`src/ocd_pkg.sv`:
```
// Shared constants, types and helpers for the opcode length and cycle decoder
package ocd_pkg;

  localparam int OPC_W = 8;

  // Instruction lengths in bytes
  localparam logic [1:0] L1 = 2'h1;
  localparam logic [1:0] L2 = 2'h2;
  localparam logic [1:0] L3 = 2'h3;

  // Execution times in machine cycles
  localparam logic [2:0] C1 = 3'h1;
  localparam logic [2:0] C2 = 3'h2;
  localparam logic [2:0] C4 = 3'h4;

  // Values after reset
  localparam logic [7:0] OPC_RST = 8'h00;
  localparam logic [1:0] REM_RST = 2'h0;
  localparam logic [2:0] CNT_RST = 3'h0;
  localparam logic [2:0] SEL_RST = 3'h0;
  localparam logic [1:0] IDX_RST = 2'h0;

  // Operand field spans inside the opcode
  typedef enum logic [1:0] {SP_NO, SP_R8, SP_P2} ocd_span_t;

  typedef enum logic [5:0] {
    CL_ADD, CL_ADD_CARRY, CL_SUB_BORROW, CL_INC, CL_DEC, CL_INC_DP, CL_MUL, CL_DIV,
    CL_DEC_ADJ, CL_AND, CL_OR, CL_XOR, CL_CLR_ACC, CL_CPL_ACC, CL_SWAP, CL_ROT_L,
    CL_ROT_LC, CL_ROT_R, CL_ROT_RC, CL_MOVE, CL_LOAD_DP, CL_CODE_LOAD, CL_EXT_MOVE,
    CL_PUSH, CL_POP, CL_XCHG, CL_NIBBLE_XCHG, CL_BIT_CLR, CL_BIT_SET, CL_BIT_CPL,
    CL_BIT_AND, CL_BIT_OR, CL_BIT_MOVE, CL_RET, CL_INT_RET, CL_LONG_JUMP, CL_SHORT_JUMP,
    CL_COND_JUMP, CL_BIT_JUMP, CL_BIT_JUMP_CLR, CL_CMP_JUMP, CL_DEC_JUMP, CL_IND_JUMP,
    CL_NOP, CL_UNKNOWN
  } ocd_class_t;

  typedef struct packed {
    ocd_class_t cls;
    ocd_span_t  span;
    logic [1:0] len;
    logic [2:0] cyc;
    logic       known;
  } ocd_dec_t;

  localparam ocd_dec_t DEC_UNKNOWN = '{CL_UNKNOWN, SP_NO, L1, C1, 1'b0};

  // Builds one decode table entry for a recognised opcode
  function automatic ocd_dec_t ocd_mk(input ocd_class_t cls, input ocd_span_t span,
                                      input logic [1:0] len, input logic [2:0] cyc);
    ocd_dec_t d;
    d.cls   = cls;
    d.span  = span;
    d.len   = len;
    d.cyc   = cyc;
    d.known = 1'b1;
    return d;
  endfunction

endpackage

```
`src/ocd_dec_if.sv`:
```
// Interface between the decoder top, its operand selector and its sequencer
`timescale 1ns/10ps
interface ocd_dec_if;
  import ocd_pkg::*;
  logic [7:0] opcode;
  ocd_span_t  span;
  logic [2:0] reg_sel;
  logic       reg_vld;
  logic       ptr_sel;
  logic       ptr_vld;
  logic [1:0] len;
  logic [2:0] cyc;
  logic       take;
  logic       at_opcode;
  logic       opnd_take;
  logic       op_ready;
  logic       exec_done;
  logic       busy;

  modport dec (output opcode, span, len, cyc, take,
               input  reg_sel, reg_vld, ptr_sel, ptr_vld, at_opcode, opnd_take, op_ready, exec_done, busy);
  modport sel (input opcode, span, output reg_sel, reg_vld, ptr_sel, ptr_vld);
  modport seq (input len, cyc, take, output at_opcode, opnd_take, op_ready, exec_done, busy);
endinterface

```
`src/ocd_decoder.sv`:
```
// Opcode decoder giving class, length and cycle count, with operand fetch sequencing
`timescale 1ns/10ps
// How it works
// RULE_01 - Add opcodes: register, direct, indirect, immediate
// RULE_02 - Add with carry decodes like plain add
// RULE_03 - Subtract with borrow: register, direct, immediate forms
// RULE_04 - AND forms; immediate into direct three bytes
// RULE_05 - OR forms; immediate into direct three bytes
// RULE_06 - XOR forms; immediate into direct three bytes
// RULE_07 - Four accumulator rotates, one byte, one cycle
// RULE_08 - Register/direct moves are two bytes, two cycles
// RULE_09 - Direct to direct move: three bytes, two cycles
// RULE_10 - Data pointer immediate load: three bytes, two cycles
// RULE_11 - Code byte load: one byte, two cycles
// RULE_12 - External data moves: one byte, two cycles
// RULE_13 - Stack pop to direct: two bytes, two cycles
// RULE_14 - Nibble exchange: one byte, one cycle
// RULE_15 - Bit AND into carry, plain and inverted
// RULE_16 - Carry to bit: two bytes, two cycles
// RULE_17 - Long jump: three bytes, two cycles
// RULE_18 - Both returns: one byte, two cycles
// RULE_19 - Bit test branch clear: three bytes, two cycles
// RULE_20 - Compare register branch unequal: three bytes, two cycles
// RULE_21 - Decrement register branch nonzero: two bytes, two cycles
// RULE_22 - Indirect jump via data pointer: one byte
// RULE_23 - Low opcode bits select register or pointer
// RULE_24 - Output length and cycles for every opcode
module ocd_decoder (
  // Clock and reset
  input  wire logic               clk_sys,
  input  wire logic               resetn,
  // Program memory byte stream
  input  wire logic               op_valid,
  input  wire logic [7:0]         op_byte,
  output wire logic               op_ready,
  // Decoded opcode
  output      logic               dec_valid,
  output      logic [7:0]         dec_opcode,
  output      ocd_pkg::ocd_class_t dec_class,
  output      logic [1:0]         dec_len,
  output      logic [2:0]         dec_cycles,
  output      logic               dec_known,
  output      logic [2:0]         dec_reg_sel,
  output      logic               dec_reg_vld,
  output      logic               dec_ptr_sel,
  output      logic               dec_ptr_vld,
  // Operand bytes
  output      logic               opnd_valid,
  output      logic [7:0]         opnd_byte,
  output      logic [1:0]         opnd_index,
  // Execution progress
  output wire logic               exec_done,
  output wire logic               busy
);
  import ocd_pkg::*;

  ocd_dec_if dif ();

  ocd_dec_t   next_dec;
  logic [1:0] opnd_num;
  logic       take;
  logic       op_take;

  assign take      = op_valid && dif.op_ready;
  assign op_take   = take && dif.at_opcode;
  assign op_ready  = dif.op_ready;
  assign exec_done = dif.exec_done;
  assign busy      = dif.busy;

  assign dif.opcode = op_byte;
  assign dif.span   = next_dec.span;
  assign dif.len    = next_dec.len;
  assign dif.cyc    = next_dec.cyc;
  assign dif.take   = take;

  ocd_opnd_sel u_sel (
    .dif (dif.sel)
  );

  ocd_seq u_seq (
    .clk_sys (clk_sys),
    .resetn  (resetn),
    .dif     (dif.seq)
  );

  // Decode table: class, operand span, length, cycles
  always_comb begin
    next_dec = DEC_UNKNOWN;
    casez (op_byte)
      8'b0010_1???: next_dec = ocd_mk(CL_ADD, SP_R8, L1, C1); // RULE_01
      8'h25:        next_dec = ocd_mk(CL_ADD, SP_NO, L2, C1); // RULE_01
      8'b0010_011?: next_dec = ocd_mk(CL_ADD, SP_P2, L1, C1); // RULE_01
      8'h24:        next_dec = ocd_mk(CL_ADD, SP_NO, L2, C1); // RULE_01
      8'b0011_1???: next_dec = ocd_mk(CL_ADD_CARRY, SP_R8, L1, C1); // RULE_02
      8'h35:        next_dec = ocd_mk(CL_ADD_CARRY, SP_NO, L2, C1); // RULE_02
      8'b0011_011?: next_dec = ocd_mk(CL_ADD_CARRY, SP_P2, L1, C1);
      8'h34:        next_dec = ocd_mk(CL_ADD_CARRY, SP_NO, L2, C1); // RULE_02
      8'b1001_1???: next_dec = ocd_mk(CL_SUB_BORROW, SP_R8, L1, C1); // RULE_03
      8'h95:        next_dec = ocd_mk(CL_SUB_BORROW, SP_NO, L2, C1); // RULE_03
      8'b1001_011?: next_dec = ocd_mk(CL_SUB_BORROW, SP_P2, L1, C1);
      8'h94:        next_dec = ocd_mk(CL_SUB_BORROW, SP_NO, L2, C1); // RULE_03
      8'h04:        next_dec = ocd_mk(CL_INC, SP_NO, L1, C1);
      8'b0000_1???: next_dec = ocd_mk(CL_INC, SP_R8, L1, C1);
      8'h05:        next_dec = ocd_mk(CL_INC, SP_NO, L2, C1);
      8'b0000_011?: next_dec = ocd_mk(CL_INC, SP_P2, L1, C1);
      8'h14:        next_dec = ocd_mk(CL_DEC, SP_NO, L1, C1);
      8'b0001_1???: next_dec = ocd_mk(CL_DEC, SP_R8, L1, C1);
      8'h15:        next_dec = ocd_mk(CL_DEC, SP_NO, L2, C1);
      8'b0001_011?: next_dec = ocd_mk(CL_DEC, SP_P2, L1, C1);
      8'ha3:        next_dec = ocd_mk(CL_INC_DP, SP_NO, L1, C2);
      8'ha4:        next_dec = ocd_mk(CL_MUL, SP_NO, L1, C4);
      8'h84:        next_dec = ocd_mk(CL_DIV, SP_NO, L1, C4);
      8'hd4:        next_dec = ocd_mk(CL_DEC_ADJ, SP_NO, L1, C1);
      8'b0101_1???: next_dec = ocd_mk(CL_AND, SP_R8, L1, C1); // RULE_04
      8'h55:        next_dec = ocd_mk(CL_AND, SP_NO, L2, C1);
      8'b0101_011?: next_dec = ocd_mk(CL_AND, SP_P2, L1, C1);
      8'h54:        next_dec = ocd_mk(CL_AND, SP_NO, L2, C1);
      8'h52:        next_dec = ocd_mk(CL_AND, SP_NO, L2, C1); // RULE_04
      8'h53:        next_dec = ocd_mk(CL_AND, SP_NO, L3, C2); // RULE_04
      8'b0100_1???: next_dec = ocd_mk(CL_OR, SP_R8, L1, C1); // RULE_05
      8'h45:        next_dec = ocd_mk(CL_OR, SP_NO, L2, C1);
      8'b0100_011?: next_dec = ocd_mk(CL_OR, SP_P2, L1, C1);
      8'h44:        next_dec = ocd_mk(CL_OR, SP_NO, L2, C1);
      8'h42:        next_dec = ocd_mk(CL_OR, SP_NO, L2, C1); // RULE_05
      8'h43:        next_dec = ocd_mk(CL_OR, SP_NO, L3, C2); // RULE_05
      8'b0110_1???: next_dec = ocd_mk(CL_XOR, SP_R8, L1, C1); // RULE_06
      8'h65:        next_dec = ocd_mk(CL_XOR, SP_NO, L2, C1);
      8'b0110_011?: next_dec = ocd_mk(CL_XOR, SP_P2, L1, C1);
      8'h64:        next_dec = ocd_mk(CL_XOR, SP_NO, L2, C1);
      8'h62:        next_dec = ocd_mk(CL_XOR, SP_NO, L2, C1); // RULE_06
      8'h63:        next_dec = ocd_mk(CL_XOR, SP_NO, L3, C2); // RULE_06
      8'he4:        next_dec = ocd_mk(CL_CLR_ACC, SP_NO, L1, C1);
      8'hf4:        next_dec = ocd_mk(CL_CPL_ACC, SP_NO, L1, C1);
      8'hc4:        next_dec = ocd_mk(CL_SWAP, SP_NO, L1, C1);
      8'h23:        next_dec = ocd_mk(CL_ROT_L, SP_NO, L1, C1); // RULE_07
      8'h33:        next_dec = ocd_mk(CL_ROT_LC, SP_NO, L1, C1); // RULE_07
      8'h03:        next_dec = ocd_mk(CL_ROT_R, SP_NO, L1, C1); // RULE_07
      8'h13:        next_dec = ocd_mk(CL_ROT_RC, SP_NO, L1, C1); // RULE_07
      8'b1110_1???: next_dec = ocd_mk(CL_MOVE, SP_R8, L1, C1);
      8'he5:        next_dec = ocd_mk(CL_MOVE, SP_NO, L2, C1);
      8'b1110_011?: next_dec = ocd_mk(CL_MOVE, SP_P2, L1, C1);
      8'h74:        next_dec = ocd_mk(CL_MOVE, SP_NO, L2, C1);
      8'b1111_1???: next_dec = ocd_mk(CL_MOVE, SP_R8, L1, C1);
      8'b1010_1???: next_dec = ocd_mk(CL_MOVE, SP_R8, L2, C2); // RULE_08
      8'b0111_1???: next_dec = ocd_mk(CL_MOVE, SP_R8, L2, C1);
      8'hf5:        next_dec = ocd_mk(CL_MOVE, SP_NO, L2, C1);
      8'b1000_1???: next_dec = ocd_mk(CL_MOVE, SP_R8, L2, C2); // RULE_08
      8'h85:        next_dec = ocd_mk(CL_MOVE, SP_NO, L3, C2); // RULE_09
      8'b1000_011?: next_dec = ocd_mk(CL_MOVE, SP_P2, L2, C2);
      8'h75:        next_dec = ocd_mk(CL_MOVE, SP_NO, L3, C2);
      8'b1111_011?: next_dec = ocd_mk(CL_MOVE, SP_P2, L1, C1);
      8'b1010_011?: next_dec = ocd_mk(CL_MOVE, SP_P2, L2, C2);
      8'b0111_011?: next_dec = ocd_mk(CL_MOVE, SP_P2, L2, C1);
      8'h90:        next_dec = ocd_mk(CL_LOAD_DP, SP_NO, L3, C2); // RULE_10
      8'h93:        next_dec = ocd_mk(CL_CODE_LOAD, SP_NO, L1, C2); // RULE_11
      8'b1110_001?: next_dec = ocd_mk(CL_EXT_MOVE, SP_P2, L1, C2); // RULE_12
      8'he0:        next_dec = ocd_mk(CL_EXT_MOVE, SP_NO, L1, C2); // RULE_12
      8'b1111_001?: next_dec = ocd_mk(CL_EXT_MOVE, SP_P2, L1, C2);
      8'hf0:        next_dec = ocd_mk(CL_EXT_MOVE, SP_NO, L1, C2); // RULE_12
      8'hc0:        next_dec = ocd_mk(CL_PUSH, SP_NO, L2, C2);
      8'hd0:        next_dec = ocd_mk(CL_POP, SP_NO, L2, C2); // RULE_13
      8'b1100_1???: next_dec = ocd_mk(CL_XCHG, SP_R8, L1, C1);
      8'hc5:        next_dec = ocd_mk(CL_XCHG, SP_NO, L2, C1);
      8'b1100_011?: next_dec = ocd_mk(CL_XCHG, SP_P2, L1, C1);
      8'b1101_011?: next_dec = ocd_mk(CL_NIBBLE_XCHG, SP_P2, L1, C1); // RULE_14
      8'hc3:        next_dec = ocd_mk(CL_BIT_CLR, SP_NO, L1, C1);
      8'hc2:        next_dec = ocd_mk(CL_BIT_CLR, SP_NO, L2, C1);
      8'hd3:        next_dec = ocd_mk(CL_BIT_SET, SP_NO, L1, C1);
      8'hd2:        next_dec = ocd_mk(CL_BIT_SET, SP_NO, L2, C1);
      8'hb3:        next_dec = ocd_mk(CL_BIT_CPL, SP_NO, L1, C1);
      8'hb2:        next_dec = ocd_mk(CL_BIT_CPL, SP_NO, L2, C1);
      8'h82:        next_dec = ocd_mk(CL_BIT_AND, SP_NO, L2, C2); // RULE_15
      8'hb0:        next_dec = ocd_mk(CL_BIT_AND, SP_NO, L2, C2); // RULE_15
      8'h72:        next_dec = ocd_mk(CL_BIT_OR, SP_NO, L2, C2);
      8'ha0:        next_dec = ocd_mk(CL_BIT_OR, SP_NO, L2, C2);
      8'ha2:        next_dec = ocd_mk(CL_BIT_MOVE, SP_NO, L2, C1);
      8'h92:        next_dec = ocd_mk(CL_BIT_MOVE, SP_NO, L2, C2); // RULE_16
      8'h22:        next_dec = ocd_mk(CL_RET, SP_NO, L1, C2); // RULE_18
      8'h32:        next_dec = ocd_mk(CL_INT_RET, SP_NO, L1, C2); // RULE_18
      8'h02:        next_dec = ocd_mk(CL_LONG_JUMP, SP_NO, L3, C2); // RULE_17
      8'h80:        next_dec = ocd_mk(CL_SHORT_JUMP, SP_NO, L2, C2);
      8'h40:        next_dec = ocd_mk(CL_COND_JUMP, SP_NO, L2, C2);
      8'h50:        next_dec = ocd_mk(CL_COND_JUMP, SP_NO, L2, C2);
      8'h60:        next_dec = ocd_mk(CL_COND_JUMP, SP_NO, L2, C2);
      8'h70:        next_dec = ocd_mk(CL_COND_JUMP, SP_NO, L2, C2);
      8'h20:        next_dec = ocd_mk(CL_BIT_JUMP, SP_NO, L3, C2);
      8'h30:        next_dec = ocd_mk(CL_BIT_JUMP, SP_NO, L3, C2);
      8'h10:        next_dec = ocd_mk(CL_BIT_JUMP_CLR, SP_NO, L3, C2); // RULE_19
      8'h73:        next_dec = ocd_mk(CL_IND_JUMP, SP_NO, L1, C2); // RULE_22
      8'hb5:        next_dec = ocd_mk(CL_CMP_JUMP, SP_NO, L3, C2);
      8'hb4:        next_dec = ocd_mk(CL_CMP_JUMP, SP_NO, L3, C2);
      8'b1011_1???: next_dec = ocd_mk(CL_CMP_JUMP, SP_R8, L3, C2); // RULE_20
      8'b1011_011?: next_dec = ocd_mk(CL_CMP_JUMP, SP_P2, L3, C2);
      8'b1101_1???: next_dec = ocd_mk(CL_DEC_JUMP, SP_R8, L2, C2); // RULE_21
      8'hd5:        next_dec = ocd_mk(CL_DEC_JUMP, SP_NO, L3, C2);
      8'h00:        next_dec = ocd_mk(CL_NOP, SP_NO, L1, C1);
      default:      next_dec = DEC_UNKNOWN;
    endcase
  end

  // Decode strobe
  always_ff @(posedge clk_sys) begin
    if (!resetn) begin
      dec_valid <= 1'b0;
    end else begin
      dec_valid <= op_take;
    end
  end

  // Decoded fields, held until the next opcode
  always_ff @(posedge clk_sys) begin
    if (!resetn) begin
      dec_opcode  <= OPC_RST;
      dec_class   <= DEC_UNKNOWN.cls;
      dec_len     <= DEC_UNKNOWN.len;
      dec_cycles  <= DEC_UNKNOWN.cyc;
      dec_known   <= 1'b0;
      dec_reg_sel <= SEL_RST;
      dec_reg_vld <= 1'b0;
      dec_ptr_sel <= 1'b0;
      dec_ptr_vld <= 1'b0;
    end else if (op_take) begin
      dec_opcode  <= op_byte;
      dec_class   <= next_dec.cls;
      dec_len     <= next_dec.len; // RULE_24
      dec_cycles  <= next_dec.cyc; // RULE_24
      dec_known   <= next_dec.known;
      dec_reg_sel <= dif.reg_sel; // RULE_23
      dec_reg_vld <= dif.reg_vld;
      dec_ptr_sel <= dif.ptr_sel; // RULE_23
      dec_ptr_vld <= dif.ptr_vld;
    end
  end

  // Operand byte capture
  always_ff @(posedge clk_sys) begin
    if (!resetn) begin
      opnd_valid <= 1'b0;
      opnd_byte  <= OPC_RST;
      opnd_index <= IDX_RST;
      opnd_num   <= IDX_RST;
    end else begin
      opnd_valid <= dif.opnd_take; // RULE_24
      if (op_take) begin
        opnd_num <= IDX_RST;
      end else if (dif.opnd_take) begin
        opnd_byte  <= op_byte;
        opnd_index <= opnd_num + L1;
        opnd_num   <= opnd_num + L1;
      end
    end
  end

  // Checks
  AST_ADD_FORMS: assert property ( // RULE_01
    @(posedge clk_sys) disable iff (!resetn)
    op_take && (op_byte[7:3] == 5'b00101) |=> dec_class == CL_ADD && dec_len == L1 && dec_cycles == C1
  ) else $error("add register form decoded wrongly");

  AST_CARRY_DIRECT: assert property ( // RULE_02
    @(posedge clk_sys) disable iff (!resetn)
    dec_valid && dec_opcode == 8'h35 |-> dec_class == CL_ADD_CARRY && dec_len == L2 && dec_cycles == C1
  ) else $error("add with carry direct decoded wrongly");

  AST_BORROW_IMM: assert property ( // RULE_03
    @(posedge clk_sys) disable iff (!resetn)
    dec_valid && dec_class == CL_SUB_BORROW |-> dec_cycles == C1 && $past(op_byte) == dec_opcode
  ) else $error("subtract with borrow not single cycle");

  AST_LOGIC_IMM_DIRECT: assert property ( // RULE_04
    @(posedge clk_sys) disable iff (!resetn)
    op_take && (op_byte == 8'h53 || op_byte == 8'h43 || op_byte == 8'h63) |=> dec_len == L3 && dec_cycles == C2
  ) else $error("logic immediate into direct not three bytes two cycles");

  AST_ROTATES: assert property ( // RULE_07
    @(posedge clk_sys) disable iff (!resetn)
    op_take && (op_byte[3:0] == 4'h3) && !op_byte[7] && !op_byte[6] |=> dec_len == L1 && dec_cycles == C1
  ) else $error("rotate not one byte one cycle");

  AST_MOVE_REG_DIRECT: assert property ( // RULE_08
    @(posedge clk_sys) disable iff (!resetn)
    dec_valid && (dec_opcode[7:3] == 5'b10001 || dec_opcode[7:3] == 5'b10101)
      |-> dec_len == L2 && dec_cycles == C2 && dec_reg_vld && dec_reg_sel == dec_opcode[2:0]
  ) else $error("register direct move decoded wrongly");

  AST_EXT_MOVE: assert property ( // RULE_12
    @(posedge clk_sys) disable iff (!resetn)
    dec_valid && dec_class == CL_EXT_MOVE |-> dec_len == L1 && !exec_done ##1 exec_done
  ) else $error("external data move not two cycles");

  AST_POINTER_SELECT: assert property ( // RULE_23
    @(posedge clk_sys) disable iff (!resetn)
    op_take && (op_byte[7:1] == 7'b1101_011) |=> dec_ptr_vld && dec_ptr_sel == $past(op_byte[0]) && !dec_reg_vld
  ) else $error("indirect pointer select wrong");

  AST_LONG_JUMP_FETCH: assert property ( // RULE_17
    @(posedge clk_sys) disable iff (!resetn)
    dec_valid && dec_opcode == 8'h02 |-> busy && dec_len == L3 && !exec_done
  ) else $error("long jump not three bytes");

  AST_OPERAND_COUNT: assert property ( // RULE_24
    @(posedge clk_sys) disable iff (!resetn)
    opnd_valid |-> opnd_index < dec_len && opnd_index != IDX_RST
  ) else $error("operand index outside instruction length");

  AST_READY_IN_EXEC: assert property ( // RULE_24
    @(posedge clk_sys) disable iff (!resetn)
    exec_done |-> !op_ready ##1 !busy && op_ready
  ) else $error("sequencer did not return to opcode fetch");

  // Checks on return, branch and exchange forms
  AST_RETURNS: assert property ( // RULE_18
    @(posedge clk_sys) disable iff (!resetn)
    dec_valid && dec_opcode[7:5] == 3'h1 && dec_opcode[3:0] == 4'h2
      |-> dec_len == L1
      && dec_cycles == C2
  ) else $error("return form decoded wrongly");

  AST_CMP_BRANCH: assert property ( // RULE_20
    @(posedge clk_sys) disable iff (!resetn)
    dec_valid && dec_opcode[7:3] == 5'b10111
      |-> dec_len == L3
      && dec_cycles == C2
  ) else $error("compare branch decoded wrongly");

  AST_DEC_BRANCH: assert property ( // RULE_21
    @(posedge clk_sys) disable iff (!resetn)
    dec_valid && dec_opcode[7:3] == 5'b11011
      |-> dec_len == L2
      && dec_cycles == C2
  ) else $error("decrement branch decoded wrongly");

  AST_NIBBLE_XCHG: assert property ( // RULE_14
    @(posedge clk_sys) disable iff (!resetn)
    dec_valid && dec_opcode[7:1] == 7'b1101011
      |-> dec_len == L1
      && dec_cycles == C1
  ) else $error("nibble exchange decoded wrongly");

endmodule

```
`src/ocd_opnd_sel.sv`:
```
// Extracts working register and indirect pointer selects from the opcode
`timescale 1ns/10ps
module ocd_opnd_sel (
  // Decode link
  ocd_dec_if.sel dif
);
  import ocd_pkg::*;

  always_comb begin
    dif.reg_sel = dif.opcode[2:0]; // RULE_23
    dif.ptr_sel = dif.opcode[0]; // RULE_23
    dif.reg_vld = (dif.span == SP_R8); // RULE_23
    dif.ptr_vld = (dif.span == SP_P2); // RULE_23
  end

endmodule

```
`src/ocd_seq.sv`:
```
// Sequences operand byte fetch and execution cycles for each decoded opcode
`timescale 1ns/10ps
module ocd_seq (
  // Clock and reset
  input wire logic clk_sys,
  input wire logic resetn,
  // Decode link
  ocd_dec_if.seq   dif
);
  import ocd_pkg::*;

  typedef enum logic [1:0] {ST_IDLE, ST_OPND, ST_EXEC} ocd_seq_st_t;

  ocd_seq_st_t state;
  logic [1:0]  remain;
  logic [2:0]  cnt;

  assign dif.op_ready  = (state != ST_EXEC);
  assign dif.at_opcode = (state == ST_IDLE);
  assign dif.busy      = (state != ST_IDLE);
  assign dif.opnd_take = (state == ST_OPND) && dif.take; // RULE_24
  assign dif.exec_done = (state == ST_EXEC) && (cnt == C1); // RULE_24

  // Phase of the current instruction
  always_ff @(posedge clk_sys) begin
    if (!resetn) begin
      state <= ST_IDLE;
    end else begin
      case (state)
        ST_IDLE: begin
          if (dif.take) begin
            state <= (dif.len == L1) ? ST_EXEC : ST_OPND; // RULE_24
          end
        end
        ST_OPND: begin
          if (dif.take && remain == L1) begin
            state <= ST_EXEC;
          end
        end
        ST_EXEC: begin
          if (cnt == C1) begin
            state <= ST_IDLE;
          end
        end
        default: begin
          state <= ST_IDLE;
        end
      endcase
    end
  end

  // Operand bytes still to fetch
  always_ff @(posedge clk_sys) begin
    if (!resetn) begin
      remain <= REM_RST;
    end else if (state == ST_IDLE && dif.take) begin
      remain <= dif.len - L1; // RULE_24
    end else if (dif.opnd_take) begin
      remain <= remain - L1;
    end
  end

  // Execution cycles left
  always_ff @(posedge clk_sys) begin
    if (!resetn) begin
      cnt <= CNT_RST;
    end else if (state == ST_IDLE && dif.take) begin
      cnt <= dif.cyc; // RULE_24
    end else if (state == ST_EXEC && cnt != C1) begin
      cnt <= cnt - C1;
    end
  end

endmodule
```
`config.mk`:
```
export PLATFORM = sky130hd
export DESIGN_NAME = ocd_decoder
export DESIGN_NICKNAME = d
export VERILOG_FILES = /design/src/ocd_pkg.sv /design/src/ocd_dec_if.sv /design/src/ocd_decoder.sv /design/src/ocd_opnd_sel.sv /design/src/ocd_seq.sv
export SDC_FILE = /design/constraint.sdc
export NUM_CORES = 1
export LEC_CHECK = 0
export ABC_AREA = 1
export BUFFER_PORTS_ARGS = -buffer_cell sky130_fd_sc_hd__buf_2
export CORE_UTILIZATION = 41
export DETAILED_ROUTE_END_ITERATION = 16
export GPL_TIMING_DRIVEN = 0
export PLACE_DENSITY = 0.6
export SKIP_CTS_REPAIR_TIMING = 1
export SLEW_MARGIN = 5
export SYNTH_ARGS = -nofsm -noshare
export SYNTH_HDL_FRONTEND = slang
export SYNTH_SLANG_ARGS = --single-unit
export TNS_END_PERCENT = 100
```
`constraint.sdc`:
```
create_clock -name clk_sys -period 1.81 [get_ports clk_sys]
set_input_delay 0.181 -clock clk_sys [delete_from_list [all_inputs] [get_ports clk_sys]]
set_output_delay 0.181 -clock clk_sys [all_outputs]
set_load 0.05 [all_outputs]
```
==> results_dict.tcl, run 1 <==
set metrics [dict create \
    syn_to_final_growth_pct 32.9 \
    yosysMostFrequentCell "nand2_1" \
    min_path_type "input pin to register" \
    path_delay_family "simple AND/OR/NAND/NOR gates" \
    num-fill-cells 754 \
    htree_num_levels 2 \
    end_kind "register" \
    tns_ps -27.0 \
    setup_violations 1 \
    crit_chain "buf_4 -> nand2_4 -> inv_1 -> nand2_2 -> nand2_2 -> a21oi_4 -> nand2_1 -> nor2_1 -> nand2_1 -> nor2_1 -> nand2_2 -> nand2_4 -> ha_4 -> nor2_4 -> o21ai_1 -> a21oi_1" \
    cts_inserted_buffers 5 \
    fin_util_pct 56.6 \
    cts_buffer_depth 2 \
    critical_path_required_ps 2000 \
    die_w_um 88.8 \
    combPwrFrac_pct 53.1 \
    hold_viol 0 \
    power_density_mw_per_mm2 994 \
    ys_async_sr_fraction_pct 0 \
    power_switching_w 0.00206 \
    synth_cells 531 \
    antenna_found_initial 0 \
    fin_crit_ps 1840 \
    violations "negative setup slack" \
    outcome "complete, but fails checks" \
    crit_type "input pin to register" \
    drt-initial-drc-count 271 \
    max_cap_violations 0 \
    die_h_um 88.8 \
    finalNonFillerCells 703 \
    die_area_mm2 0.00789 \
    synth_warnings 0 \
    start_kind "input pin" \
    pin_count 52 \
    diodes 0 \
    cts_sinks 43 \
    rsz0062_at_grt "true" \
    slowest_delay_ps 190 \
    path_max_fanout 8 \
    clkPwrFrac_pct 14.5 \
    synth_top_cell_area_share_pct 27.9 \
    initial_core_util_pct 42.6 \
    tritoncts "yes" \
    slew_violations 0 \
    avgSynthCellArea_um2 5.82 \
    slew-limit-headroom_pct 66.1 \
    synth_ff_type "dfxtp_1" \
    tightest_slew_ps 503 \
    path_clk_slew_ps 80 \
    min_period_over_period_pct 101 \
    grt_pass1_vias 3484 \
    port_buffers 49 \
    grt_usage_pct 30.9 \
    swShare_pct 50.5 \
    syn_nets 546 \
    fin_ws_ps -27.0 \
    ys_seq_area_share_pct 27.9 \
    via_per_inst 5.73 \
    skew_ps 7.05 \
    power.leakage_nw 2.11 \
    drc_errors 0 \
    syn_area_mm2 0.00309 \
    rows 31 \
    seq_area_um2 861 \
    place.gp.congestion 1.07 \
    core_mm2 0.00725 \
    arrival_ps 2020 \
    synth_top_area_cell "dfxtp_1" \
    critical_path_buf_inv_count 2 \
    cp_common_cell "nand2_2" \
    layout.nets 618 \
    grt_pass1_wl_um 18100 \
    wire_per_inst_um 17.6 \
    clk_latency_ps 290 \
    critPathSlowestCell "a21oi_4" \
    fmax_ghz 0.544 \
    drtAntennaViolNets 0 \
    seqPwrFrac_pct 32.4 \
    dp_cells 679 \
    final_layout_size_suffix_gt1_share_pct 32.8 \
    synth.distinct_cells 33 \
    multi_input_area_mm2 0.00231 \
    dp_hpwl_um 9300 \
    synth.ff_latch_count 43 \
    grt_overflow_total 0 \
    synth_common_cells "nand2_1, nor2_1, dfxtp_1" \
    peakVddDrop_mv 0.449 \
    ys_top_cells_by_area "dfxtp_1, nand2_1, nor2_1" \
    internal_power_w 0.00202 \
    via_count 4027 \
    grt_max_degree 14 \
    wl_um 12400 \
    drt-pass1-iter-count 5 \
    cts-root-buf "clkbuf_8" \
    synth-edff-count 0 \
]
-- path summary, 6_finish.rpt --
path                     end  depth (start not counted)            from  slack, ps
max           u_seq.state[0]                         16      op_byte[4]        -30
min             opnd_byte[3]                          3          resetn        220
max reg2reg  u_seq.remain[0]                          7  u_seq.state[0]        210
min reg2reg    dec_opcode[3]                          2   dec_opcode[3]        460
-- power groups by stage --
stage / Clock (W) / Sequential (W) / Combinational [W]
global placement: 0 / 0.00133 / 0.00198
CTS: 0.000603 / 0.00132 / 0.00200
global route: 0.000644 / 0.00135 / 0.00234
floorplan: 0 / 0.00189 / 0.000977
detailed placement: 0 / 0.00134 / 0.00200
finish: 0.000590 / 0.00132 / 0.00217
-- layer usage --
metal / global-route usage (%) / wire (um)
met1: 38.3 / 5000
met2: 50.2 / 5630
met3: 4.01 / 867
met4: 20.7 / 889
met5: 0 / 0
-- through the flow --
stage          hold WS, ps  total power, W  area, um^2  setup slack (ps)
2_1_floorplan          319         0.00286        3120              7.32
3_3_place_gp           433         0.00331        3490              -698
3_5_place_dp           441         0.00334        3490              -676
4_1_cts                208         0.00393        3570              -373
5_1_grt                237         0.00434        4110              -101
6_report               218         0.00408        4110             -27.0
-- registers in the layout (all words and copies together), names as in the netlist --
name,flops
dec_reg_vld,1
opnd_valid,1
dec_ptr_vld,1
u_seq.state,2
opnd_byte,8
opnd_index,2
dec_cycles,3
dec_class,6
opnd_num,2
dec_opcode,8
dec_known,1
dec_valid,1
u_seq.remain,2
dec_len,2
u_seq.cnt,3
-- worst register-to-register path: stages (launching register included) --
cell and delay, ps:
dfxtp_1 330, inv_1 90, nor2_1 40, nand2_1 250
clkinvlp_4 260, or2_2 320, a31oi_1 140, a21oi_1 60
-- cell families after synthesis --
group | Yosys count | share of synthesized area, %
flops | 43 | 27.9
xor+xnor | 2 | 0.567
simple gates | 322 | 43.9
fa+ha+maj | 4 | 1.62
compound gates | 93 | 16.3
buf+inv | 67 | 9.72
-- placed cells by master, fill, tap and decap left out, drive strengths merged, types with 11 or more instances in the layout --
master and n:
o21ai 43, buf 76, clkbuf 12, inv 49, nand3 30, dfxtp 43, nand2 164, a21oi 36
nand4 11, nor2 100
-- final cells by class --
type	count	share of cell area, %
multi-input cells	421	56.3
flip-flops and latches	43	21.0
well taps	99	3.02
inverters	50	4.97
plain buffers	17	3.57
clock inverters	2	0.305
clock buffers	6	1.77
repair buffers	65	9.11
Note: power is estimated with default switching activity, not from simulation.
==> run 2, diff against run 1 <==
PLACE_DENSITY = 0.57   (was 0.6)
REMOVE_ABC_BUFFERS = 1   (was default)
SKIP_LAST_GASP = 1   (was default)
clock period = 1.8 ns   (was 1.81 ns; I/O delays follow)
==> run 2 against run 1 <==
The flow still finishes with violations (negative setup slack). Count of clock-buffer cells in the layout decreased by 1. Global-route usage fell by 1.0 points. Flip-flop and latch count unchanged. Sequential power about the same. Worst hold slack got worse by 33 ps. Non-clock buffer count is 4 higher. Register-to-register slack worse by 30 ps. First-iteration DRC count is 65% higher. Cell area rose by 4.5%. Clock power is 27% higher. Critical path depth stayed put. Largest cell class unchanged. Die area unchanged.
==> results_dict.tcl, run 2 (synthesis results as in run 1) <==
set metrics [dict create \
    pin_count 52 \
    dp_cells 664 \
    final_cell_mix "nand2_1, nor2_1, dfxtp_1, buf_2, inv_1" \
    htree_num_levels 2 \
    via_count 3977 \
    critical_path_required_ps 2030 \
    r2r_cells 7 \
    clkPwrFrac_pct 17.2 \
    tritoncts "yes" \
    grt_overflow_total 0 \
    peakVddDrop_mv 0.429 \
    r2r_setup_slack_ps 180 \
    fmax_ghz 0.535 \
    power_switching_w 0.00212 \
    drtAntennaViolNets 0 \
    seq_area_um2 861 \
    reg_top3 "dec_opcode (8), opnd_byte (8), dec_class (6)" \
    wl_um 12100 \
    drt-initial-drc-count 447 \
    violations "negative setup slack" \
    start_kind "input pin" \
    hold_viol 0 \
    slew-limit-headroom_pct 68.7 \
    multi_input_area_mm2 0.00239 \
    setup_violations 1 \
    end_kind "register" \
    crit_start "op_byte[7]" \
    grt_max_degree 20 \
    core_mm2 0.00725 \
    min_from "op_byte[2]" \
    layout.nets 623 \
    power.leakage_nw 2.16 \
    cp_common_cell "nand2_1" \
    internal_power_w 0.00224 \
    rsz0062_at_grt "true" \
    crit_chain "buf_4 -> inv_6 -> nor2_2 -> nand2_1 -> nand2_1 -> nand2_1 -> nand3_1 -> nor2_1 -> nand2_1 -> nor2_2 -> nand2_4 -> nand2_4 -> ha_4 -> nor2_2 -> o21ai_1 -> a21oi_1" \
    dp_hpwl_um 8860 \
    cts_sinks 43 \
    drc_errors 0 \
    fin_util_pct 59.2 \
    crit_cells 16 \
    crit_type "input pin to register" \
    critical_path_buf_inv_count 2 \
    path_max_fanout 6 \
    num-fill-cells 719 \
    final_cell_area_mm2 0.00429 \
    power_density_mw_per_mm2 1020 \
    cts_buffer_depth 2 \
    die_w_um 88.8 \
    cts-root-buf "clkbuf_8" \
    slowest_delay_ps 200 \
    diodes 0 \
    port_buffers 51 \
    grt_usage_pct 29.9 \
    arrival_ps 2100 \
    final_common_cell "nand2_1" \
    combPwrFrac_pct 52.5 \
    min_path_type "input pin to register" \
    grt_pass1_wl_um 17400 \
    swShare_pct 48.5 \
    syn_to_final_growth_pct 38.9 \
    wire_per_inst_um 17.1 \
    clk_latency_ps 290 \
    path_clk_slew_ps 90 \
    max_cap_violations 0 \
    fin_ws_ps -68.9 \
    tns_ps -68.9 \
    fin_crit_ps 1870 \
    finalNonFillerCells 708 \
    crit_end "u_seq.state[0]" \
    pre_cts_slack_ps -1390 \
    place.gp.congestion 1.03 \
    die_h_um 88.8 \
    outcome "complete, but fails checks" \
    die_area_mm2 0.00789 \
    via_per_inst 5.62 \
    initial_core_util_pct 42.6 \
    post_dp_cell_area_mm2 0.00336 \
    min_period_over_period_pct 104 \
    worstReg2RegEnd "dec_reg_vld" \
    rows 31 \
    critPathSlowestCell "nor2_2" \
    path_delay_family "simple AND/OR/NAND/NOR gates" \
    drt-pass1-iter-count 5 \
    final_layout_size_suffix_gt1_share_pct 33.7 \
    tightest_slew_ps 470 \
    grt_pass1_vias 3309 \
    cts_inserted_buffers 5 \
    skew_ps 10.6 \
    slew_violations 0 \
    r2r-start "u_seq.state[0]" \
    seqPwrFrac_pct 30.3 \
    antenna_found_initial 0 \
]
## run 2: changes by cell type in the layout (fill, tap and decap cells not counted), moves of 3 or more
cell,previous run,this run
buf_4,20,35
nor2_2,26,20
nor2_4,16,22
buf_2,48,43
a21oi_1,31,28
a21oi_2,3,6
clkbuf_1,3,0
inv_2,8,5
inv_6,0,3
o21ai_1,3,6
## run 2: power groups by stage
stage	sequential [W]	combinational, W	clock (W)
floorplan	0.00196	0.000843	0
global placement	0.00133	0.00192	0
detailed placement	0.00134	0.00194	0
CTS	0.00132	0.00195	0.000764
global route	0.00135	0.00247	0.000821
finish	0.00132	0.00229	0.000751
## run 2: worst min-delay path by stage
stage / to / slack [ps] / cells past startpoint
2_1_floorplan: dec_class[0] / 310 / 2
3_3_place_gp: dec_reg_vld / 430 / 2
3_5_place_dp: dec_opcode[5] / 440 / 2
4_1_cts: opnd_byte[2] / 200 / 3
5_1_grt: opnd_byte[2] / 200 / 3
6_report: opnd_byte[2] / 180 / 3
## run 2: cell type report
cell class	instances	share of cell area, %
Multi-Input combinational cell	422	55.8
Inverter	50	5.07
Timing Repair Buffer	86	13.5
Tap cell	99	2.89
Clock inverter	3	1.02
Clock buffer	5	1.60
Sequential cell	43	20.1
## run 2: worst register-to-register path, delay by kind of cell (launching register included)
kind / cells / cell delay [ps]
AO/OA/AOI/OAI: 1 / 180
AND/OR/NAND/NOR: 3 / 550
flip-flops: 1 / 340
buffers and inverters: 3 / 460
## run 2: routing by layer
metal / global-route usage [%] / share of wire [%] / vias up
met5: 0 / 0 / -
met4: 16.6 / 5.0 / 0
met3: 6.06 / 7.8 / 51
met2: 45.4 / 45 / 223
met1: 39.5 / 42 / 1818
li1: - / - / 1885
## run 2: per-stage QoR
stage | hold slack, ps | total power (W)
floorplan | 311 | 0.00281
global placement | 433 | 0.00325
detailed placement | 440 | 0.00328
CTS | 205 | 0.00403
global route | 198 | 0.00465
finish | 185 | 0.00436
